$ cat config.mk
export PLATFORM = sky130hd
export DESIGN_NAME = pss_sequencer
export DESIGN_NICKNAME = d
export VERILOG_FILES = /design/src/hw/pss_pkg.sv /design/src/hw/pss_sequencer.sv
export VERILOG_INCLUDE_DIRS = /design/src /design/src/hw
export SDC_FILE = /design/constraint.sdc
export NUM_CORES = 1
export LEC_CHECK = 0
export ABC_CLOCK_PERIOD_IN_PS = 8100
export BUFFER_PORTS_ARGS = -buffer_cell sky130_fd_sc_hd__buf_2
export CELL_PAD_IN_SITES_DETAIL_PLACEMENT = 1
export CELL_PAD_IN_SITES_GLOBAL_PLACEMENT = 2
export CORE_UTILIZATION = 39
export CTS_CLUSTER_DIAMETER = 120
export CTS_CLUSTER_SIZE = 12
export DETAILED_ROUTE_END_ITERATION = 10
export PLACE_DENSITY = 0.89
export SYNTH_ARGS = -nofsm -noshare
export SYNTH_HDL_FRONTEND = slang
export SYNTH_SLANG_ARGS = --single-unit
$ cat constraint.sdc
create_clock -name clk -period 8.1 [get_ports clk]
set_clock_uncertainty 0.1 [all_clocks]
set_input_delay 0.81 -clock clk [delete_from_list [all_inputs] [get_ports clk]]
set_output_delay 0.81 -clock clk [all_outputs]
set_load 0.005 [all_outputs]
$ cat src/hw/pss_map.svh
// Register map, field reset values and timing constants of the power-state sequencer
`ifndef PSS_MAP_SVH
`define PSS_MAP_SVH
// Byte offsets on the register bus
`define PSS_OFS_CTRL 5'h00
`define PSS_OFS_KEEP 5'h04
`define PSS_OFS_STBY 5'h08
`define PSS_OFS_START 5'h0C
`define PSS_OFS_SHUT 5'h10
`define PSS_OFS_STAT 5'h14
`define PSS_OFS_FLAG 5'h18
// Reset values
`define PSS_CTRL_RST 12'h000
`define PSS_KEEP_RST 7'h00
`define PSS_STBY_RST 7'h7F
`define PSS_SLOT_RST 21'h1A_C688
// Clock rate and derived ms prescale
`define PSS_CLK_HZ 25_000_000
`define PSS_CYC_PER_MS (`PSS_CLK_HZ / 1000)
// Durations in ms
`define PSS_LONG_MS 14'h0FA0
`define PSS_RESTART_MS 14'h03E8
`define PSS_WAKE_MS 14'h03E8
`define PSS_HOLD_MS 14'h1F40
`define PSS_SLOT_MS 14'h0002
`define PSS_DB0_MS 14'h0001
`define PSS_DB1_MS 14'h0010
`define PSS_DB2_MS 14'h0020
`define PSS_DB3_MS 14'h0040
`define PSS_RLS0_MS 14'h0002
`define PSS_RLS1_MS 14'h0004
`define PSS_RLS2_MS 14'h0008
`define PSS_RLS3_MS 14'h0010
`define PSS_RLS4_MS 14'h0040
`define PSS_RLS5_MS 14'h0100
`define PSS_RLS6_MS 14'h0200
`define PSS_RLS7_MS 14'h0400
`endif

$ cat src/hw/pss_pkg.sv
// Types shared by the power-state sequencer
package pss_pkg;
  typedef enum logic [3:0] {
    ST_OFF, ST_PUP, ST_RLS, ST_RUN, ST_STBY, ST_SLEEP, ST_PDN, ST_DEEP, ST_STORE
  } pss_state_t;
  typedef struct packed {
    logic deep_idle_request;
    logic storage_request;
    logic [2:0] reset_release_delay;
    logic [1:0] power_on_debounce_sel;
    logic button_reset_enable;
    logic auto_restart_enable;
    logic long_press_off_enable;
    logic power_on_trigger_style;
    logic standby_polarity_invert;
  } pss_ctrl_t;
  typedef struct packed {
    logic thermal_shutdown;
    logic thermal_release_ok;
    logic supply_above_uv;
    logic supply_below_uv_fall;
    logic charger_absent;
    logic battery_reattach;
  } pss_sense_t;
  typedef struct packed {
    logic host_released;
    logic [6:0] enables;
    logic [3:0] state;
  } pss_stat_t;
  typedef struct packed {
    logic powerdown_done;
    logic powerup_done;
  } pss_flag_t;
endpackage : pss_pkg

$ cat src/hw/pss_sequencer.sv
// Power-state controller with slot sequencers and Avalon-MM registers
`timescale 1ns/1ns
`include "pss_map.svh"
module pss_sequencer
  import pss_pkg::*;
#(
  parameter int CYC_PER_MS = `PSS_CYC_PER_MS,
  parameter logic [13:0] BTN_HOLD_MS = `PSS_HOLD_MS
) (
  // Clock and reset
  input wire logic clk,
  input wire logic rst,
  // Avalon-MM slave
  input wire logic [4:0] avs_address,
  input wire logic avs_read,
  input wire logic avs_write,
  input wire logic [31:0] avs_writedata,
  input wire logic [3:0] avs_byteenable,
  output logic [31:0] avs_readdata,
  output logic avs_waitrequest,
  // Pins and supply conditions
  input wire logic power_on_input,
  input wire logic standby_input,
  input wire logic watchdog_input,
  input wire logic button_input,
  input wire pss_sense_t sense,
  // Regulator and host controls
  output logic [6:0] reg_enable,
  output logic backup_rail_on,
  output logic host_reset_n,
  output logic powerup_done_irq,
  output logic powerdown_done_irq
);
  // Refuse timing parameters the counters cannot serve
  if (CYC_PER_MS < 1 || BTN_HOLD_MS < 14'h0001) begin : g_bad_timing
    $error("pss_sequencer: bad timing parameters");
  end

  // Sequencer slot selection
  function automatic logic [6:0] slot_hits(input logic [20:0] slots, input logic [2:0] s);
    logic [6:0] m;
    m = '0;
    for (int i = 0; i < 7; i++) begin
      m[i] = (slots[3*i +: 3] == s);
    end
    return m;
  endfunction : slot_hits

  // Byte-lane merge for writes
  function automatic logic [31:0] merge(input logic [31:0] old, input logic [3:0] be, input logic [31:0] d);
    logic [31:0] r;
    r = old;
    for (int b = 0; b < 4; b++) begin
      if (be[b]) begin
        r[8*b +: 8] = d[8*b +: 8];
      end
    end
    return r;
  endfunction : merge

  // Debounce time from selector
  function automatic logic [13:0] db_ms(input logic [1:0] s);
    case (s)
      2'h0: db_ms = `PSS_DB0_MS;
      2'h1: db_ms = `PSS_DB1_MS;
      2'h2: db_ms = `PSS_DB2_MS;
      default: db_ms = `PSS_DB3_MS;
    endcase
  endfunction : db_ms

  // Host reset release delay from selector
  function automatic logic [13:0] rls_ms(input logic [2:0] s);
    case (s)
      3'h0: rls_ms = `PSS_RLS0_MS;
      3'h1: rls_ms = `PSS_RLS1_MS;
      3'h2: rls_ms = `PSS_RLS2_MS;
      3'h3: rls_ms = `PSS_RLS3_MS;
      3'h4: rls_ms = `PSS_RLS4_MS;
      3'h5: rls_ms = `PSS_RLS5_MS;
      3'h6: rls_ms = `PSS_RLS6_MS;
      default: rls_ms = `PSS_RLS7_MS;
    endcase
  endfunction : rls_ms

  // Software-visible state
  pss_ctrl_t ctrl;
  logic [6:0] sleep_keep;
  logic [6:0] stby_on;
  logic [20:0] startup_slot;
  logic [20:0] shutdown_slot;
  pss_flag_t flags;
  // Sequencing state
  pss_state_t st, st_q, dest;
  logic [6:0] tgt;
  logic [2:0] slot;
  logic [13:0] tmr;
  logic from_off, from_run, off_by_lp;
  // Input conditioning
  logic [31:0] pre;
  logic [13:0] dcnt, pon_ms, btn_ms;
  logic pon, pon_q, pon_arm, btn_q, btn_arm, chg_q;

  // Bus decode
  wire req = (avs_read | avs_write) & avs_waitrequest;
  wire wr = avs_write & ~avs_waitrequest;
  wire sel_ctrl = avs_address == `PSS_OFS_CTRL;
  wire sel_keep = avs_address == `PSS_OFS_KEEP;
  wire sel_stby = avs_address == `PSS_OFS_STBY;
  wire sel_start = avs_address == `PSS_OFS_START;
  wire sel_shut = avs_address == `PSS_OFS_SHUT;
  wire sel_stat = avs_address == `PSS_OFS_STAT;
  wire sel_flag = avs_address == `PSS_OFS_FLAG;
  wire [31:0] wctrl = merge(32'(ctrl), avs_byteenable, avs_writedata);
  wire [31:0] wkeep = merge(32'(sleep_keep), avs_byteenable, avs_writedata);
  wire [31:0] wstby = merge(32'(stby_on), avs_byteenable, avs_writedata);
  wire [31:0] wstart = merge(32'(startup_slot), avs_byteenable, avs_writedata);
  wire [31:0] wshut = merge(32'(shutdown_slot), avs_byteenable, avs_writedata);
  wire [31:0] wflag = merge(32'h0000_0000, avs_byteenable, avs_writedata);
  wire pss_stat_t stat = '{host_released: host_reset_n, enables: reg_enable, state: st};
  wire [31:0] rd_mux = sel_ctrl ? 32'(ctrl) :
                       sel_keep ? 32'(sleep_keep) :
                       sel_stby ? 32'(stby_on) :
                       sel_start ? 32'(startup_slot) :
                       sel_shut ? 32'(shutdown_slot) :
                       sel_stat ? 32'(stat) :
                       sel_flag ? 32'(flags) : 32'h0000_0000;

  // Timebase and input events
  wire tick = pre == 32'(CYC_PER_MS - 1);
  wire lvl = ~ctrl.power_on_trigger_style;
  wire stby_req = standby_input ^ ctrl.standby_polarity_invert;
  wire keep_any = |sleep_keep[5:0];
  wire pon_fall = pon_q & ~pon;
  wire pon_rise = ~pon_q & pon;
  wire pon_long = ~pon & pon_arm & (pon_ms > `PSS_LONG_MS);
  wire btn_hold = ~button_input & btn_arm & (btn_ms > BTN_HOLD_MS);
  wire btn_wake = ~button_input & btn_arm & (btn_ms > `PSS_WAKE_MS);
  wire chg_attach = chg_q & ~sense.charger_absent;
  wire entered = st != st_q;
  wire on_ok = sense.supply_above_uv & sense.thermal_release_ok;

  // Transition conditions
  wire sleep_go = lvl ? (~pon & keep_any)
                      : (pon_long & ctrl.long_press_off_enable & keep_any);
  wire lp_off = ~lvl & pon_long & ((ctrl.long_press_off_enable & ~keep_any) | (st == ST_SLEEP));
  wire off_go = sense.thermal_shutdown | ctrl.storage_request
              | (host_reset_n & ~watchdog_input)
              | sense.supply_below_uv_fall
              | (btn_hold & ctrl.button_reset_enable)
              | (lvl & ~pon & ~keep_any) | lp_off;
  wire wake = lvl ? pon : (pon_rise & (pon_ms != 14'h0000));
  wire turn_on = on_ok & (lvl ? pon
               : (pon_fall | chg_attach
                  | (off_by_lp & ctrl.auto_restart_enable & ~pon & (tmr > `PSS_RESTART_MS))));
  wire deep_go = sense.charger_absent
               & ((ctrl.deep_idle_request & button_input) | (btn_hold & ctrl.button_reset_enable));

  // Sequencer step terms
  wire slot_end = tick & (tmr >= `PSS_SLOT_MS - 14'h0001);
  wire [6:0] up_en = reg_enable | (tgt & slot_hits(startup_slot, slot));
  wire pup_done = (up_en & tgt) == tgt;
  wire dn_all = shutdown_slot == 21'h00_0000;
  wire [6:0] dn_en = dn_all ? (reg_enable & tgt)
                   : (reg_enable & ~(~tgt & slot_hits(shutdown_slot, slot)));
  wire pdn_done = (dn_en & ~tgt) == 7'h00;

  // Bus handshake: one wait cycle, then answer
  always_ff @(posedge clk or posedge rst) begin
    if (rst) begin
      avs_waitrequest <= 1'b1;
      avs_readdata <= 32'h0000_0000;
    end else begin
      avs_waitrequest <= ~req;
      avs_readdata <= req ? rd_mux : avs_readdata;
    end
  end

  // Configuration registers
  always_ff @(posedge clk or posedge rst) begin
    if (rst) begin
      ctrl <= `PSS_CTRL_RST;
      sleep_keep <= `PSS_KEEP_RST;
      stby_on <= `PSS_STBY_RST;
      startup_slot <= `PSS_SLOT_RST;
      shutdown_slot <= `PSS_SLOT_RST;
    end else begin
      if (wr && sel_ctrl) begin
        ctrl <= pss_ctrl_t'(wctrl[11:0]);
      end else if (st == ST_STORE) begin
        ctrl.storage_request <= 1'b0;
      end else if (st == ST_DEEP) begin
        ctrl.deep_idle_request <= 1'b0;
      end
      if (wr && sel_keep) begin
        sleep_keep <= wkeep[6:0];
      end
      if (wr && sel_stby) begin
        stby_on <= wstby[6:0];
      end
      if (wr && sel_start) begin
        startup_slot <= wstart[20:0];
      end
      if (wr && sel_shut) begin
        shutdown_slot <= wshut[20:0];
      end
    end
  end

  // Sticky done flags, set wins over write-one clear
  always_ff @(posedge clk or posedge rst) begin
    if (rst) begin
      flags <= '0;
    end else begin
      flags <= ((wr && sel_flag) ? (flags & ~wflag[1:0]) : flags)
             | {powerdown_done_irq, powerup_done_irq};
    end
  end

  // Millisecond prescaler
  always_ff @(posedge clk or posedge rst) begin
    if (rst) begin
      pre <= 32'h0000_0000;
    end else begin
      pre <= tick ? 32'h0000_0000 : pre + 32'h0000_0001;
    end
  end

  // Power-on debounce
  always_ff @(posedge clk or posedge rst) begin
    if (rst) begin
      dcnt <= 14'h0000;
      pon <= 1'b0;
    end else if (power_on_input == pon) begin
      dcnt <= 14'h0000;
    end else if (dcnt >= db_ms(ctrl.power_on_debounce_sel)) begin
      pon <= power_on_input;
      dcnt <= 14'h0000;
    end else if (tick) begin
      dcnt <= dcnt + 14'h0001;
    end
  end

  // Press timers; a press must start with a fall seen in this state
  always_ff @(posedge clk or posedge rst) begin
    if (rst) begin
      pon_q <= 1'b0;
      btn_q <= 1'b0;
      chg_q <= 1'b1;
      pon_arm <= 1'b0;
      btn_arm <= 1'b0;
      pon_ms <= 14'h0000;
      btn_ms <= 14'h0000;
      st_q <= ST_OFF;
    end else begin
      pon_q <= pon;
      btn_q <= button_input;
      chg_q <= sense.charger_absent;
      st_q <= st;
      pon_arm <= entered ? 1'b0 : (pon_arm | pon_q);
      btn_arm <= entered ? 1'b0 : (btn_arm | btn_q);
      if (pon || !pon_arm) begin
        pon_ms <= pon_rise ? pon_ms : 14'h0000;
      end else if (tick && pon_ms != 14'h3FFF) begin
        pon_ms <= pon_ms + 14'h0001;
      end
      if (button_input || !btn_arm) begin
        btn_ms <= 14'h0000;
      end else if (tick && btn_ms != 14'h3FFF) begin
        btn_ms <= btn_ms + 14'h0001;
      end
    end
  end

  // Power-state machine and sequencers
  always_ff @(posedge clk or posedge rst) begin
    if (rst) begin
      st <= ST_OFF;
      dest <= ST_OFF;
      tgt <= 7'h00;
      slot <= 3'h0;
      tmr <= 14'h0000;
      from_off <= 1'b0;
      from_run <= 1'b0;
      off_by_lp <= 1'b0;
      reg_enable <= 7'h00;
      backup_rail_on <= 1'b0;
      host_reset_n <= 1'b0;
      powerup_done_irq <= 1'b0;
      powerdown_done_irq <= 1'b0;
    end else begin
      powerup_done_irq <= 1'b0;
      powerdown_done_irq <= 1'b0;
      backup_rail_on <= st != ST_STORE;
      if (tick && tmr != 14'h3FFF) begin
        tmr <= tmr + 14'h0001;
      end
      case (st)
        ST_OFF: begin
          host_reset_n <= 1'b0;
          if (pon) begin
            tmr <= 14'h0000;
          end
          if (ctrl.storage_request) begin
            if (sense.charger_absent) begin
              st <= ST_STORE;
            end
          end else if (deep_go) begin
            st <= ST_DEEP;
          end else if (turn_on) begin
            st <= ST_PUP;
            tgt <= 7'h7F;
            slot <= 3'h0;
            tmr <= 14'h0000;
            from_off <= 1'b1;
          end
        end
        ST_PUP: begin
          reg_enable <= up_en;
          if (pup_done) begin
            tmr <= 14'h0000;
            if (from_off) begin
              st <= ST_RLS;
            end else begin
              st <= ST_RUN;
              powerup_done_irq <= 1'b1;
            end
          end else if (slot_end) begin
            slot <= slot + 3'h1;
            tmr <= 14'h0000;
          end
        end
        ST_RLS: begin
          if (tmr >= rls_ms(ctrl.reset_release_delay)) begin
            host_reset_n <= 1'b1;
            st <= ST_RUN;
          end
        end
        ST_RUN, ST_STBY, ST_SLEEP: begin
          slot <= 3'h7;
          tmr <= 14'h0000;
          from_run <= st == ST_RUN;
          if (off_go) begin
            st <= ST_PDN;
            dest <= ST_OFF;
            tgt <= 7'h00;
            off_by_lp <= lp_off & ~ctrl.storage_request;
          end else if (st != ST_SLEEP && sleep_go) begin
            st <= ST_PDN;
            dest <= ST_SLEEP;
            tgt <= sleep_keep;
          end else if (st == ST_RUN && stby_req) begin
            st <= ST_PDN;
            dest <= ST_STBY;
            tgt <= stby_on;
          end else if ((st == ST_STBY && !stby_req) || (st == ST_SLEEP && wake)) begin
            st <= ST_PUP;
            tgt <= 7'h7F;
            slot <= 3'h0;
            from_off <= 1'b0;
          end
        end
        ST_PDN: begin
          reg_enable <= dn_en;
          if (pdn_done) begin
            st <= dest;
            tmr <= 14'h0000;
            powerdown_done_irq <= from_run && dest != ST_OFF;
            if (dest == ST_OFF) begin
              host_reset_n <= 1'b0;
            end
          end else if (slot_end) begin
            slot <= slot - 3'h1;
            tmr <= 14'h0000;
          end
        end
        ST_DEEP: begin
          if (btn_wake || chg_attach) begin
            st <= ST_OFF;
            off_by_lp <= 1'b0;
          end
        end
        ST_STORE: begin
          if (chg_attach || sense.battery_reattach) begin
            st <= ST_OFF;
            off_by_lp <= 1'b0;
          end
        end
        default: begin
          st <= ST_OFF;
        end
      endcase
    end
  end
endmodule : pss_sequencer

==> impl_metrics.json <==
{
  "cp_max_fo": 10,
  "ant_nets": 0,
  "p_total_mw": 3.32,
  "cts.sinks": 220,
  "cap_violations": 0,
  "grt_pass1_vias": 9694,
  "synth_warnings": 0,
  "dpl_cell_area_um2": 12600,
  "synth_top_area_share": 0.404,
  "drc": 0,
  "power_switching_mw": 1.17,
  "crit_arrival_ps": 3480,
  "required_ps": 8400,
  "ctsLongestPathBuffers": 3,
  "clk_pin_slew_ps": 70,
  "ctsHoldBuffers": 0,
  "ir_drop_mv": 0.160,
  "nFillCells": 3344,
  "syn_area_um2": 11900,
  "yosysMostFrequentCell": "dfrtp_1",
  "finalCritPeriodShare": 0.393,
  "ys_ff_latch": 220,
  "whs_ps": 360,
  "die_area_um2": 31300,
  "synth_top_cell_by_area": "dfrtp_1",
  "cts_tree": "built",
  "fin_area_um2": 13200,
  "htreeDepth": 1,
  "via_per_inst": 5.67,
  "cp-start-kind": "flip-flop",
  "ys_types": 91,
  "p_comb_frac": 0.274,
  "slew_violations": 0,
  "start_util": 0.400,
  "numCtsBuffers": 22,
  "grt_usage": 0.218,
  "final-hold-violation-count": 0,
  "cts_setup_buffers": 0,
  "grt_max_degree": 147,
  "vias": 9215,
  "power_frac_clock": 0.292,
  "clock.fmax_ghz": 0.314,
  "tns_ps": 0,
  "ys_seq_area_frac": 0.464,
  "dp_hpwl_um": 23700,
  "swShare": 0.352,
  "cts_resized": 0,
  "synth_area_leaders": "dfrtp_1 (40%), mux2_2 (6.9%), dfstp_2 (5.9%)",
  "fin_nets": 1296,
  "ios": 99,
  "rsz0062_at_grt": "false",
  "layout-drive-gt1-share": 0.206,
  "status": "finished, final reports clean",
  "die_width_um": 177,
  "drt-total-wl_um": 33200,
  "drt_pre_antenna_iters": 5,
  "synth_flop_cell": "dfrtp_1",
  "leakagePower_nw": 5.70,
  "endpoint_kind": "flip-flop",
  "clk_latency_ps": 520,
  "core_um2": 29900,
  "synthArstFlopShare": 1.00,
  "die_h_um": 177,
  "syn_inst": 1159,
  "wl_per_cell_um": 20.4,
  "drt_first_iter_violations": 570,
  "ff2ff_path_depth": 9,
  "holdPathStages": 1,
  "crit_type": "reg2reg",
  "cts_root_buf": "clkbuf_16",
  "seq_power_share": 0.434,
  "grt_overflow": 0,
  "gp_congestion": 0.841,
  "diodes": 0,
  "period_needed_ps": 3180,
  "ys_top_cells_by_count": "dfrtp_1 (193), nor2_1 (109), nand2_1 (85)",
  "p_per_area_nw_per_um2": 251,
  "portBuffers": 75,
  "internal_power_mw": 2.15,
  "synth_edf_count": 0,
  "hold_class": "reg2reg",
  "tightest_slew_ps": 1190,
  "grt_pass1_wl_um": 53700,
  "setup_viol": 0,
  "syn_area_per_cell_um2": 10.3,
  "max-slew-margin-rel": 0.204,
  "rows": 63,
  "area_delta_synth_final_pct": 10.7,
  "grt_antenna_before_repair": 0
}
## worst paths after layout
| path | slack, ps | endpoint | startpoint |
|---|---|---|---|
| worst max-delay path | 4920 | st[2] | ctrl[7] |
| worst min-delay path | 360 | flags[1] | powerdown_done_irq |
| worst max register to register | 4920 | st[2] | ctrl[7] |
| worst min register to register | 360 | flags[1] | powerdown_done_irq |
| max in group asynchronous | 5900 | slot[0] | rst |
| min in group asynchronous | 420 | sleep_keep[0] | rst |
## flip-flops by register name, indices dropped and copies added (netlist names), 2 cells and up
signal,cells
pre,32
avs_readdata,21
shutdown_slot,21
startup_slot,21
btn_ms,14
dcnt,14
pon_ms,14
tmr,14
ctrl,12
reg_enable,7
sleep_keep,7
stby_on,7
tgt,7
st,4
st_q,4
slot,3
dest,2
flags,2
## final cells by class
type	instances	area [um^2]	area share
Clock buffer	39	636	0.0481
Tap cell	390	488	0.0369
Multi-Input combinational cell	863	6010	0.454
Sequential cell	220	5540	0.419
Inverter	30	120	0.00908
Clock inverter	1	8.76	0.000662
Timing Repair Buffer	82	428	0.0324
## worst max-delay path, stage by stage (launching register included)
cell and delay, ps:
dfrtp_1 660, or3b_2 500, ha_1 300, nor2b_1 140, o21a_1 110, o21ai_0 90
a2111o_1 400, a31oi_2 210, nand4_2 200, mux2_1 350
## kinds of logic after synthesis
kind of cell / synth area share
AOI/OAI and AO/OA: 0.121
xor gates and xnor gates: 0.0843
adders and majority gates: 0.0237
buffers and inverters: 0.0392
DFF: 0.464
muxes: 0.0779
other: 0.000314
and+or+nand+nor: 0.190
## power groups by stage
stage | Combinational [mW] | Sequential, mW | Clock, mW
after global routing | 1.00 | 1.46 | 1.03
after floorplan | 0.807 | 1.32 | 0
after detailed placement | 0.902 | 1.46 | 0
after global placement | 0.877 | 1.45 | 0
after CTS | 0.912 | 1.44 | 0.998
final | 0.910 | 1.44 | 0.970
## stage by stage
| stage | std cells | setup slack [ps] | utilization |
|---|---|---|---|
| 6_report | 1625 | 4920 | 0.443 |
| 3_3_place_gp | 1585 | 5020 | 0.421 |
| 3_5_place_dp | 1585 | 4970 | 0.421 |
| 2_1_floorplan | 1175 | 1210 | - |
| 5_1_grt | 1625 | 4660 | 0.443 |
| 4_1_cts | 1625 | 4940 | 0.443 |
## metal layers
layer  vias to the layer above  routed length [um]  GRT usage  share of wire
met3                        53                1600     0.0346          0.048
met4                         0                 838     0.0582          0.025
met5                         -                   0          0              0
met1                      4713               15100      0.299           0.45
li1                       4272                   -          -              -
met2                       177               15700      0.354           0.47
## layout by cell type, fill, tap and decap left out, types with 27 or more instances in the layout
cell type	instances
dfrtp_1	193
nor2_1	109
nand2_1	85
xnor2_1	77
buf_2	75
mux2_2	73
nand3_1	47
o21ai_0	42
xor2_1	38
nand4_1	35
inv_1	29
nor3_1	27
dfstp_2	27
(Power assumes the default switching activity.)
